===== src/aims_pkg.sv =====
// Shared constants and types for the ADC input multiplexer sequencer
package aims_pkg;
    // Frame geometry
    localparam int NUM_SLOTS = 11;
    localparam logic [3:0] SLOT_MAX = 4'hB;
    localparam logic [3:0] SLOT_ZERO = 4'h0;

    // Register indices; byte address is four times the index
    localparam logic [13:0] IDX_COUNT_S10 = 14'h2100;
    localparam logic [13:0] IDX_S8_S9 = 14'h2101;
    localparam logic [13:0] IDX_S6_S7 = 14'h2102;
    localparam logic [13:0] IDX_S4_S5 = 14'h2103;
    localparam logic [13:0] IDX_S2_S3 = 14'h2104;
    localparam logic [13:0] IDX_S0_S1 = 14'h2105;
    localparam logic [13:0] IDX_DIFF_FILT = 14'h210C;
    localparam logic [13:0] IDX_PREAMP = 14'h2704;
    localparam logic [13:0] IDX_REMOTE = 14'h2709;
    localparam logic [13:0] IDX_CONTROL = 14'h2110;
    localparam logic [13:0] IDX_STATUS = 14'h2111;
    localparam logic [13:0] IDX_FRAMES = 14'h2112;

    // Writable byte registers, in generate order
    localparam int NUM_WREG = 10;
    localparam int W_DIFF = 6;
    localparam int W_PREAMP = 7;
    localparam int W_REMOTE = 8;
    localparam int W_CONTROL = 9;
    localparam logic [13:0] WREG_IDX [NUM_WREG] = '{
        IDX_COUNT_S10, IDX_S8_S9, IDX_S6_S7, IDX_S4_S5, IDX_S2_S3,
        IDX_S0_S1, IDX_DIFF_FILT, IDX_PREAMP, IDX_REMOTE, IDX_CONTROL};
    localparam logic [7:0] WREG_RESET = 8'h00;

    // Field positions
    localparam int COUNT_LSB = 4;
    localparam int DIFF_LSB = 4;
    localparam int FILT_LSB = 1;
    localparam int PREAMP_BIT = 5;
    localparam int REMOTE_LSB = 3;
    localparam int RUN_BIT = 0;

    // Source codes
    localparam logic [3:0] SRC_FIRST_PAIR = 4'h0;
    localparam logic [3:0] SRC_PHASE_A = 4'h8;
    localparam logic [3:0] SRC_PHASE_B = 4'h9;
    localparam logic [3:0] SRC_PHASE_C = 4'hA;

    // Compute engine sample slots; remote channels follow the local slots
    localparam logic [3:0] CE_REMOTE_BASE = 4'hB;

    typedef enum logic [1:0] {
        ST_IDLE = 2'b00,
        ST_PICK = 2'b01,
        ST_CONV = 2'b10
    } aims_state_t;
endpackage : aims_pkg


===== src/aims_byte_reg.sv =====
// One software-writable byte register with reset value
module aims_byte_reg #(
    parameter logic [7:0] RESET = 8'h00
) (
    input wire logic clk,
    input wire logic rstn,
    input wire logic wrEn,
    input wire logic [7:0] wrData,
    output logic [7:0] value
);
    // Stored byte, updated only on a completed write
    always_ff @(posedge clk or negedge rstn) begin
        if (!rstn) begin
            value <= RESET;
        end else if (wrEn) begin
            value <= wrData;
        end
    end
endmodule : aims_byte_reg


===== src/aims_top.sv =====
// Input multiplexer sequencer with APB registers and sample write-back
// Operation
// - One analog input at a time goes to the converter, slot by slot, each slot picked by its own 4-bit select field out of eleven.
// - Every frame starts at slot 0 and runs until the counted number of slots is done.
// - The slot count per frame is the 4-bit field in bits 7 to 4 of the byte at 0x2100.
// - Up to eleven sources per frame single-ended, seven when the current inputs are paired.
// - Select code 0 routes the first current pair.
// - Select code 8 routes the phase A voltage input.
// - Select code 9 routes the phase B voltage input.
// - Select code A routes the phase C voltage input.
// - Bits 3, 4 and 5 of the byte at 0x2709 move the second, third and fourth pairs to the remote sensor link.
// - Bits 4 to 7 of the byte at 0x210C make the four current pairs differential.
// - Bit 5 of the byte at 0x2704 puts the first pair through a gain of 8.
// - Remote samples skip the multiplexer and go straight to engine memory.
//
// The APB register port was chosen for this implementation.
module aims_top
    import aims_pkg::*;
#(
    parameter int SAMPLE_W = 24
) (
    input wire logic clk,
    input wire logic rstn,
    input wire logic psel,
    input wire logic penable,
    input wire logic pwrite,
    input wire logic [15:0] paddr,
    input wire logic [31:0] pwdata,
    output logic [31:0] prdata,
    output logic pready,
    output logic pslverr,
    input wire logic convDone,
    input wire logic [SAMPLE_W-1:0] convData,
    input wire logic remoteValid,
    input wire logic [1:0] remoteChan,
    input wire logic [SAMPLE_W-1:0] remoteData,
    output logic convStart,
    output logic [3:0] muxSelect,
    output logic [aims_pkg::NUM_SLOTS-1:0] muxOneHot,
    output logic preampGain8,
    output logic [3:0] pairDifferential,
    output logic [2:0] pairRemote,
    output logic [1:0] filterLength,
    output logic frameDone,
    output logic ceWriteEn,
    output logic [3:0] ceWriteAddr,
    output logic [SAMPLE_W-1:0] ceWriteData
);
    import aims_pkg::*;

    // Sample width must fit the read path and the write-back bus
    if (SAMPLE_W < 8 || SAMPLE_W > 32) begin : gen_bad_width
        $error("aims_top: SAMPLE_W out of range");
    end

    // ---------------- APB slave ----------------
    logic readyReg;
    logic readyNext;
    logic errReg;
    logic [31:0] rdataReg;
    wire accessWait = psel & penable & ~readyReg;
    wire apbCommit = psel & penable & readyReg;
    wire wordAligned = (paddr[1:0] == 2'b00);
    wire [13:0] regIdx = paddr[15:2];

    // Register byte storage
    logic [7:0] regVal [NUM_WREG];
    logic [NUM_WREG-1:0] addrHit;

    // One wait state: data and error are captured on the same edge that raises pready
    genvar g;
    generate
        for (g = 0; g < NUM_WREG; g++) begin : gen_regs
            assign addrHit[g] = wordAligned && (regIdx == WREG_IDX[g]);
            aims_byte_reg #(.RESET(WREG_RESET)) u_reg (
                .clk(clk),
                .rstn(rstn),
                .wrEn(apbCommit & pwrite & addrHit[g] & ~errReg),
                .wrData(pwdata[7:0]),
                .value(regVal[g])
            );
        end
    endgenerate

    // Sequencer state, declared early for status reads
    aims_state_t stateReg;
    aims_state_t stateNext;
    logic [3:0] slotIdxReg;
    logic [3:0] slotIdxNext;
    logic [7:0] frameCntReg;

    // Read-only status bytes
    wire hitStatus = wordAligned && (regIdx == IDX_STATUS);
    wire hitFrames = wordAligned && (regIdx == IDX_FRAMES);
    wire anyHit = (|addrHit) | hitStatus | hitFrames;
    wire [7:0] statusByte = {2'b00, stateReg, slotIdxReg};

    // Read mux; a read-only byte ignores writes but answers without error
    logic [7:0] wregRead;
    always_comb begin
        wregRead = 8'h00;
        for (int i = 0; i < NUM_WREG; i++) begin
            if (addrHit[i]) begin
                wregRead = regVal[i];
            end
        end
    end
    wire [7:0] readByte = hitStatus ? statusByte :
                          hitFrames ? frameCntReg : wregRead;

    assign readyNext = accessWait;

    // Bus answer flops
    always_ff @(posedge clk or negedge rstn) begin
        if (!rstn) begin
            readyReg <= 1'b0;
            errReg <= 1'b0;
            rdataReg <= 32'h0000_0000;
        end else begin
            readyReg <= readyNext;
            if (accessWait) begin
                errReg <= ~anyHit;
                rdataReg <= {24'h00_0000, readByte};
            end
        end
    end

    assign pready = readyReg;
    assign pslverr = errReg;
    assign prdata = rdataReg;

    // ---------------- Configuration fields ----------------
    wire [3:0] countField = regVal[0][COUNT_LSB +: 4];
    wire [3:0] effCount = (countField > SLOT_MAX) ? SLOT_MAX : countField;
    wire [3:0] diffEn = regVal[W_DIFF][DIFF_LSB +: 4];
    wire [2:0] remoteEn = regVal[W_REMOTE][REMOTE_LSB +: 3];
    wire preampEn = regVal[W_PREAMP][PREAMP_BIT];
    wire runEn = regVal[W_CONTROL][RUN_BIT];

    // Slot n lives in byte 5 - n/2, low nibble for even n
    logic [3:0] slotSel [NUM_SLOTS];
    generate
        for (g = 0; g < NUM_SLOTS; g++) begin : gen_slots
            assign slotSel[g] = regVal[5 - g / 2][(g % 2) * 4 +: 4];
        end
    endgenerate

    // Source check for the current slot
    wire slotInFrame = (slotIdxReg < effCount);
    wire [3:0] curSel = slotInFrame ? slotSel[slotIdxReg] : SRC_FIRST_PAIR;
    wire isCurrent = (curSel < SRC_PHASE_A);
    wire [1:0] pairIdx = curSel[2:1];
    wire [3:0] remoteVec = {remoteEn, 1'b0};
    // Remote pairs never reach the local converter
    wire remoteHit = isCurrent && remoteVec[pairIdx];
    // Odd half of a differential pair is already used by the pair
    wire oddHalf = isCurrent && diffEn[pairIdx] && curSel[0];
    wire srcUsable = (curSel <= SRC_PHASE_C) && !remoteHit && !oddHalf;

    // ---------------- Sequencer ----------------
    logic startReg;
    logic doneReg;
    logic [3:0] muxSelReg;
    logic [NUM_SLOTS-1:0] oneHotReg;

    // Next state: skip unusable slots, convert usable ones, wrap at the count
    always_comb begin
        stateNext = stateReg;
        slotIdxNext = slotIdxReg;
        case (stateReg)
            ST_IDLE: begin
                slotIdxNext = SLOT_ZERO;
                if (runEn && effCount != SLOT_ZERO) begin
                    stateNext = ST_PICK;
                end
            end
            ST_PICK: begin
                if (!slotInFrame) begin
                    slotIdxNext = SLOT_ZERO;
                    stateNext = (runEn && effCount != SLOT_ZERO) ? ST_PICK : ST_IDLE;
                end else if (srcUsable) begin
                    stateNext = ST_CONV;
                end else begin
                    slotIdxNext = slotIdxReg + 4'h1;
                end
            end
            ST_CONV: begin
                if (convDone) begin
                    slotIdxNext = slotIdxReg + 4'h1;
                    stateNext = ST_PICK;
                end
            end
            default: begin
                stateNext = ST_IDLE;
                slotIdxNext = SLOT_ZERO;
            end
        endcase
    end

    wire goConv = (stateReg == ST_PICK) && slotInFrame && srcUsable;
    wire wrapNow = (stateReg == ST_PICK) && !slotInFrame;

    // State and slot index
    always_ff @(posedge clk or negedge rstn) begin
        if (!rstn) begin
            stateReg <= ST_IDLE;
            slotIdxReg <= SLOT_ZERO;
        end else begin
            stateReg <= stateNext;
            slotIdxReg <= slotIdxNext;
        end
    end

    // Converter request and routing; routing holds through the conversion
    always_ff @(posedge clk or negedge rstn) begin
        if (!rstn) begin
            startReg <= 1'b0;
            doneReg <= 1'b0;
            muxSelReg <= SRC_FIRST_PAIR;
            oneHotReg <= '0;
        end else begin
            startReg <= goConv;
            doneReg <= wrapNow;
            if (goConv) begin
                muxSelReg <= curSel;
                oneHotReg <= NUM_SLOTS'(1) << curSel;
            end
        end
    end

    // Completed frames, visible to software
    always_ff @(posedge clk or negedge rstn) begin
        if (!rstn) begin
            frameCntReg <= 8'h00;
        end else if (wrapNow) begin
            frameCntReg <= frameCntReg + 8'h01;
        end
    end

    // Front-end controls, copied to flops so outputs stay glitch free
    logic gainReg;
    logic [3:0] diffReg;
    logic [2:0] remoteReg;
    logic [1:0] filtReg;
    always_ff @(posedge clk or negedge rstn) begin
        if (!rstn) begin
            gainReg <= 1'b0;
            diffReg <= 4'h0;
            remoteReg <= 3'h0;
            filtReg <= 2'h0;
        end else begin
            gainReg <= preampEn;
            diffReg <= diffEn;
            remoteReg <= remoteEn;
            filtReg <= regVal[W_DIFF][FILT_LSB +: 2];
        end
    end

    // ---------------- Engine memory write-back ----------------
    // Local results win; a colliding remote sample waits one cycle.
    // Limitation: a pending sample is lost if a local result and a new remote sample arrive in the same cycle.
    logic pendReg;
    logic [1:0] pendChanReg;
    logic [SAMPLE_W-1:0] pendDataReg;
    logic weReg;
    logic [3:0] waddrReg;
    logic [SAMPLE_W-1:0] wdataReg;
    wire localWr = (stateReg == ST_CONV) && convDone;
    wire [3:0] remAddr = CE_REMOTE_BASE + {2'b00, remoteChan};
    wire [3:0] pendAddr = CE_REMOTE_BASE + {2'b00, pendChanReg};

    always_ff @(posedge clk or negedge rstn) begin
        if (!rstn) begin
            weReg <= 1'b0;
            waddrReg <= 4'h0;
            wdataReg <= '0;
            pendReg <= 1'b0;
            pendChanReg <= 2'h0;
            pendDataReg <= '0;
        end else begin
            weReg <= localWr | pendReg | remoteValid;
            if (localWr) begin
                waddrReg <= slotIdxReg;
                wdataReg <= convData;
                if (remoteValid) begin
                    pendReg <= 1'b1;
                    pendChanReg <= remoteChan;
                    pendDataReg <= remoteData;
                end
            end else if (pendReg) begin
                waddrReg <= pendAddr;
                wdataReg <= pendDataReg;
                pendReg <= remoteValid;
                if (remoteValid) begin
                    pendChanReg <= remoteChan;
                    pendDataReg <= remoteData;
                end
            end else if (remoteValid) begin
                waddrReg <= remAddr;
                wdataReg <= remoteData;
            end
        end
    end

    // Output hookup, every one straight from a flop
    assign convStart = startReg;
    assign muxSelect = muxSelReg;
    assign muxOneHot = oneHotReg;
    assign preampGain8 = gainReg;
    assign pairDifferential = diffReg;
    assign pairRemote = remoteReg;
    assign filterLength = filtReg;
    assign frameDone = doneReg;
    assign ceWriteEn = weReg;
    assign ceWriteAddr = waddrReg;
    assign ceWriteData = wdataReg;
endmodule : aims_top


===== config.mk =====
export PLATFORM = sky130hd
export DESIGN_NAME = aims_top
export DESIGN_NICKNAME = d
export VERILOG_FILES = /design/src/aims_pkg.sv /design/src/aims_byte_reg.sv /design/src/aims_top.sv
export SDC_FILE = /design/constraint.sdc
export NUM_CORES = 1
export LEC_CHECK = 0
export BUFFER_PORTS_ARGS = -buffer_cell sky130_fd_sc_hd__buf_2
export CAP_MARGIN = 20
export CORE_MARGIN = 3
export CORE_UTILIZATION = 50
export CTS_CLUSTER_DIAMETER = 80
export DETAILED_ROUTE_END_ITERATION = 8
export PLACE_DENSITY = 0.77
export RECOVER_POWER = 50
export SYNTH_ARGS = -nofsm -noshare
export SYNTH_HDL_FRONTEND = slang
export SYNTH_SLANG_ARGS = --single-unit

===== constraint.sdc =====
create_clock -name clk -period 2.5 [get_ports clk]
set_input_delay 0.5 -clock clk [delete_from_list [all_inputs] [get_ports clk]]
set_output_delay 0.5 -clock clk [all_outputs]
set_load 0.05 [all_outputs]

==> flow_metrics.py <==
metrics = {
    "clock_tree": {
        "root_buffer": "clkbuf_16",
        "cts_buffer_depth": 2,
        "path_clk_slew_ns": 0.08,
        "cts_tree": "done",
        "cts_buffers": 17,
        "cts_max_level": 4,
        "clk_latency_ns": 0.44,
        "hold_buffers": 0,
        "cts.sinks": 187,
    },
    "status": {
        "status": "finished with violations",
        "violations": "negative setup slack",
    },
    "setup_path": {
        "critical_path_class": "reg -> reg",
        "cp.required_ns": 2.82,
        "cp-end-kind": "register",
        "cp.arrival_ns": 3.02,
        "worst-r2r-setup-slack_ns": -0.20,
        "start_kind": "register",
        "cp_max_fo": 7,
    },
    "route": {
        "detail_route.wl_per_cell_um": 18.43,
        "ant_nets": 0,
        "viasPerCell": 5.671,
        "drc_errors": 0,
        "num_vias": 7401,
        "dr.pass1.iters": 7,
        "initialDrtViolationCount": 549,
        "finalWirelength_mm": 24.06,
    },
    "power_and_ir_drop": {
        "irDropWorstVdd_uv": 469.3,
        "powerDensity_nw_per_um2": 572.2,
        "total_power_mw": 6.756,
        "leakage_nw": 5.676,
    },
    "sta": {
        "hold_viol": 0,
        "clock_skew_ns": 0.01099,
        "worst_slack_ns": -0.2022,
        "post-route-period-util_pct": 108.1,
        "rsz0062_at_grt": "true",
        "setup_tns_ns": -2.633,
        "setup_viol": 19,
        "period_needed_ns": 2.702,
        "whs_ns": 0.2877,
        "worstMarginPinSlew_ns": 1.244,
        "slew_headroom_pct": 17.09,
        "fmax_mhz": 370.1,
        "slew_viol_final": 0,
    },
    "floorplan": {
        "coreArea_um2": 18330,
        "chipHeight_um": 144.0,
        "start_util_pct": 51.91,
        "die_width_um": 144.0,
        "dieArea_um2": 20720,
        "io_pins": 195,
        "rows": 49,
    },
    "global_route": {
        "grt_overflow": 0,
        "grt_pass1_vias": 7430,
        "grt_max_degree": 50,
        "grt_pass1_wl_mm": 37.76,
        "grt.total_usage_pct": 23.06,
        "antenna_found_initial": 1,
    },
    "cells_and_area": {
        "filler_cell_count": 1381,
        "final_cells": 1305,
        "seqCellArea_um2": 4682,
        "multi_input_area_um2": 4666,
        "drive_above_1_share_pct": 40.80,
        "num_antenna_cells": 0,
        "fin_nets": 1178,
        "synthToLayoutAreaGrowth_pct": 24.07,
    },
    "place": {
        "dp_hpwl_mm": 17.43,
        "place_congestion": 0.8911,
        "dp_cells": 1261,
        "dpl_worst_slack_ns": -0.2124,
        "port_buffers": 146,
    },
    "synth": {
        "netlist_instances": 855,
        "syn_area_per_cell_um2": 11.13,
        "synth_seq_cells": 187,
        "synth_seq_area_share_pct": 49.17,
        "synth_area_um2": 9517,
        "synthFlopType": "dfrtp_1",
        "synth-edff-count": 0,
        "synth.distinct_cells": 63,
        "synthArstFlopShare_pct": 100.0,
        "yosysWarningCount": 0,
    },
    "worst_hold_path": {
        "min_path_type": "in -> async",
    },
    "job": {
        "cap_violations": 0,
    },
}
==> logic make-up after synthesis <==
kind of cell,synth area share [%]
other,0.03940
AO/OA/AOI/OAI,11.36
XOR/XNOR,0.6442
adder cells (fa/ha/maj),1.420
buffers and inverters,4.996
flip-flops,49.17
AND/OR/NAND/NOR,10.89
multiplexers,21.48
==> critical path, stage by stage (launching register included) <==
cell and delay, ns:
dfrtp_2 0.47, buf_12 0.16, mux2_2 0.33, o22a_1 0.26, a21oi_2 0.15, nor3b_2 0.07, o31a_4 0.30, a22oi_4 0.21
o21ai_4 0.10, buf_6 0.13, nor2_4 0.10, mux2_4 0.30
==> registers in the layout, summed over array words and instances (netlist names), 2 cells and up <==
| signal | flops |
|---|---|
| prdata | 8 |
| muxOneHot | 11 |
| stateReg | 2 |
| pairRemote | 3 |
| ceWriteData | 24 |
| pendDataReg | 24 |
| pairDifferential | 4 |
| slotIdxReg | 4 |
| filterLength | 2 |
| muxSelect | 4 |
| ceWriteAddr | 4 |
| frameCntReg | 8 |
| gen_regs.u_reg.value | 80 |
| pendChanReg | 2 |
==> cell usage in the layout (no fill, tap or decap), types with 11 or more instances in the layout <==
master,instances
dfrtp_1,185
buf_2,134
mux2_2,119
buf_4,81
nand2_1,66
nor2_1,58
a21oi_1,47
o21ai_0,43
mux2i_1,41
conb_1,24
clkbuf_16,18
inv_1,14
nor2b_1,12
nor3_1,12
mux4_2,11
clkbuf_1,11
==> report_power, final <==
part	switching [mW]	internal [mW]	total [mW]
Combinational	0.538	0.199	0.737
Sequential	0.0621	3.14	3.20
Clock	1.27	1.54	2.81
Total	1.87	4.89	6.76
==> final cells by class <==
type | instances | share of cell area, %
clock inverters | 14 | 1.452
well taps | 229 | 2.427
multi-input cells | 600 | 39.51
inverters | 15 | 0.4768
flip-flops and latches | 187 | 39.65
clock buffers | 18 | 3.719
repair buffers | 242 | 12.76
==> cells in the mapped netlist, drive strengths merged, types with 5 or more instances <==
cell	number	area share (%)
o211ai	8	0.68
nand2b	6	0.39
inv	14	0.55
and3	6	0.45
nand4	9	0.59
nand3	11	0.58
o22a	8	0.74
nand2	67	2.6
a221o	5	0.53
a21oi	51	2.7
nor2b	12	0.79
mux4	11	2.6
clkbuf	34	1.3
o21ai	51	2.8
a221oi	7	0.64
buf	42	3.1
nor3	16	0.84
mux2	121	14
a211oi	8	0.63
o22ai	6	0.39
nor2	63	2.5
dfrtp	187	49
mux2i	43	4.5
ha	10	1.3
a22oi	6	0.67
==> per-stage QoR <==
stage | cell area [µm²] | utilization, %
final | 11810 | 64.41
after global routing | 11810 | 64.41
after CTS | 11650 | 63.58
after detailed placement | 10960 | 59.80
after global placement | 10960 | 59.80
after floorplan | 9658 | -
==> path summary, 6_finish.rpt <==
kind	startpoint	cells after the start	endpoint
worst max-delay path	slotIdxReg[0]$_DFFE_PN0P_	11	slotIdxReg[0]$_DFFE_PN0P_
min in group clk	remoteData[12]	2	pendDataReg[12]$_DFFE_PN0P_
worst max register to register	slotIdxReg[0]$_DFFE_PN0P_	11	slotIdxReg[0]$_DFFE_PN0P_
worst min register to register	gen_regs[6].u_reg.value[2]$_DFFE_PN0P_	0	filterLength[1]$_DFF_PN0_
worst min-delay path	rstn	1	gen_regs[9].u_reg.value[3]$_DFFE_PN0P_
max in group asynchronous	rstn	2	slotIdxReg[0]$_DFFE_PN0P_
==> metal layers <==
layer / wire length [µm] / global-route usage [%]
met5: 7 / 0
met4: 553 / 8.127
met3: 1586 / 6.156
met2: 11830 / 36.92
met1: 10080 / 30.44
==> what timing repair did <==
action                     in CTS  in global routing
setup buffers                   6                  5
hold endpoints to repair        0                  0
gates cloned                    0                  1
resized for setup              12                 34
setup endpoints to repair      20                 20
pin swaps                      10                 16
No activity file was read; power rests on OpenSTA's default activity.
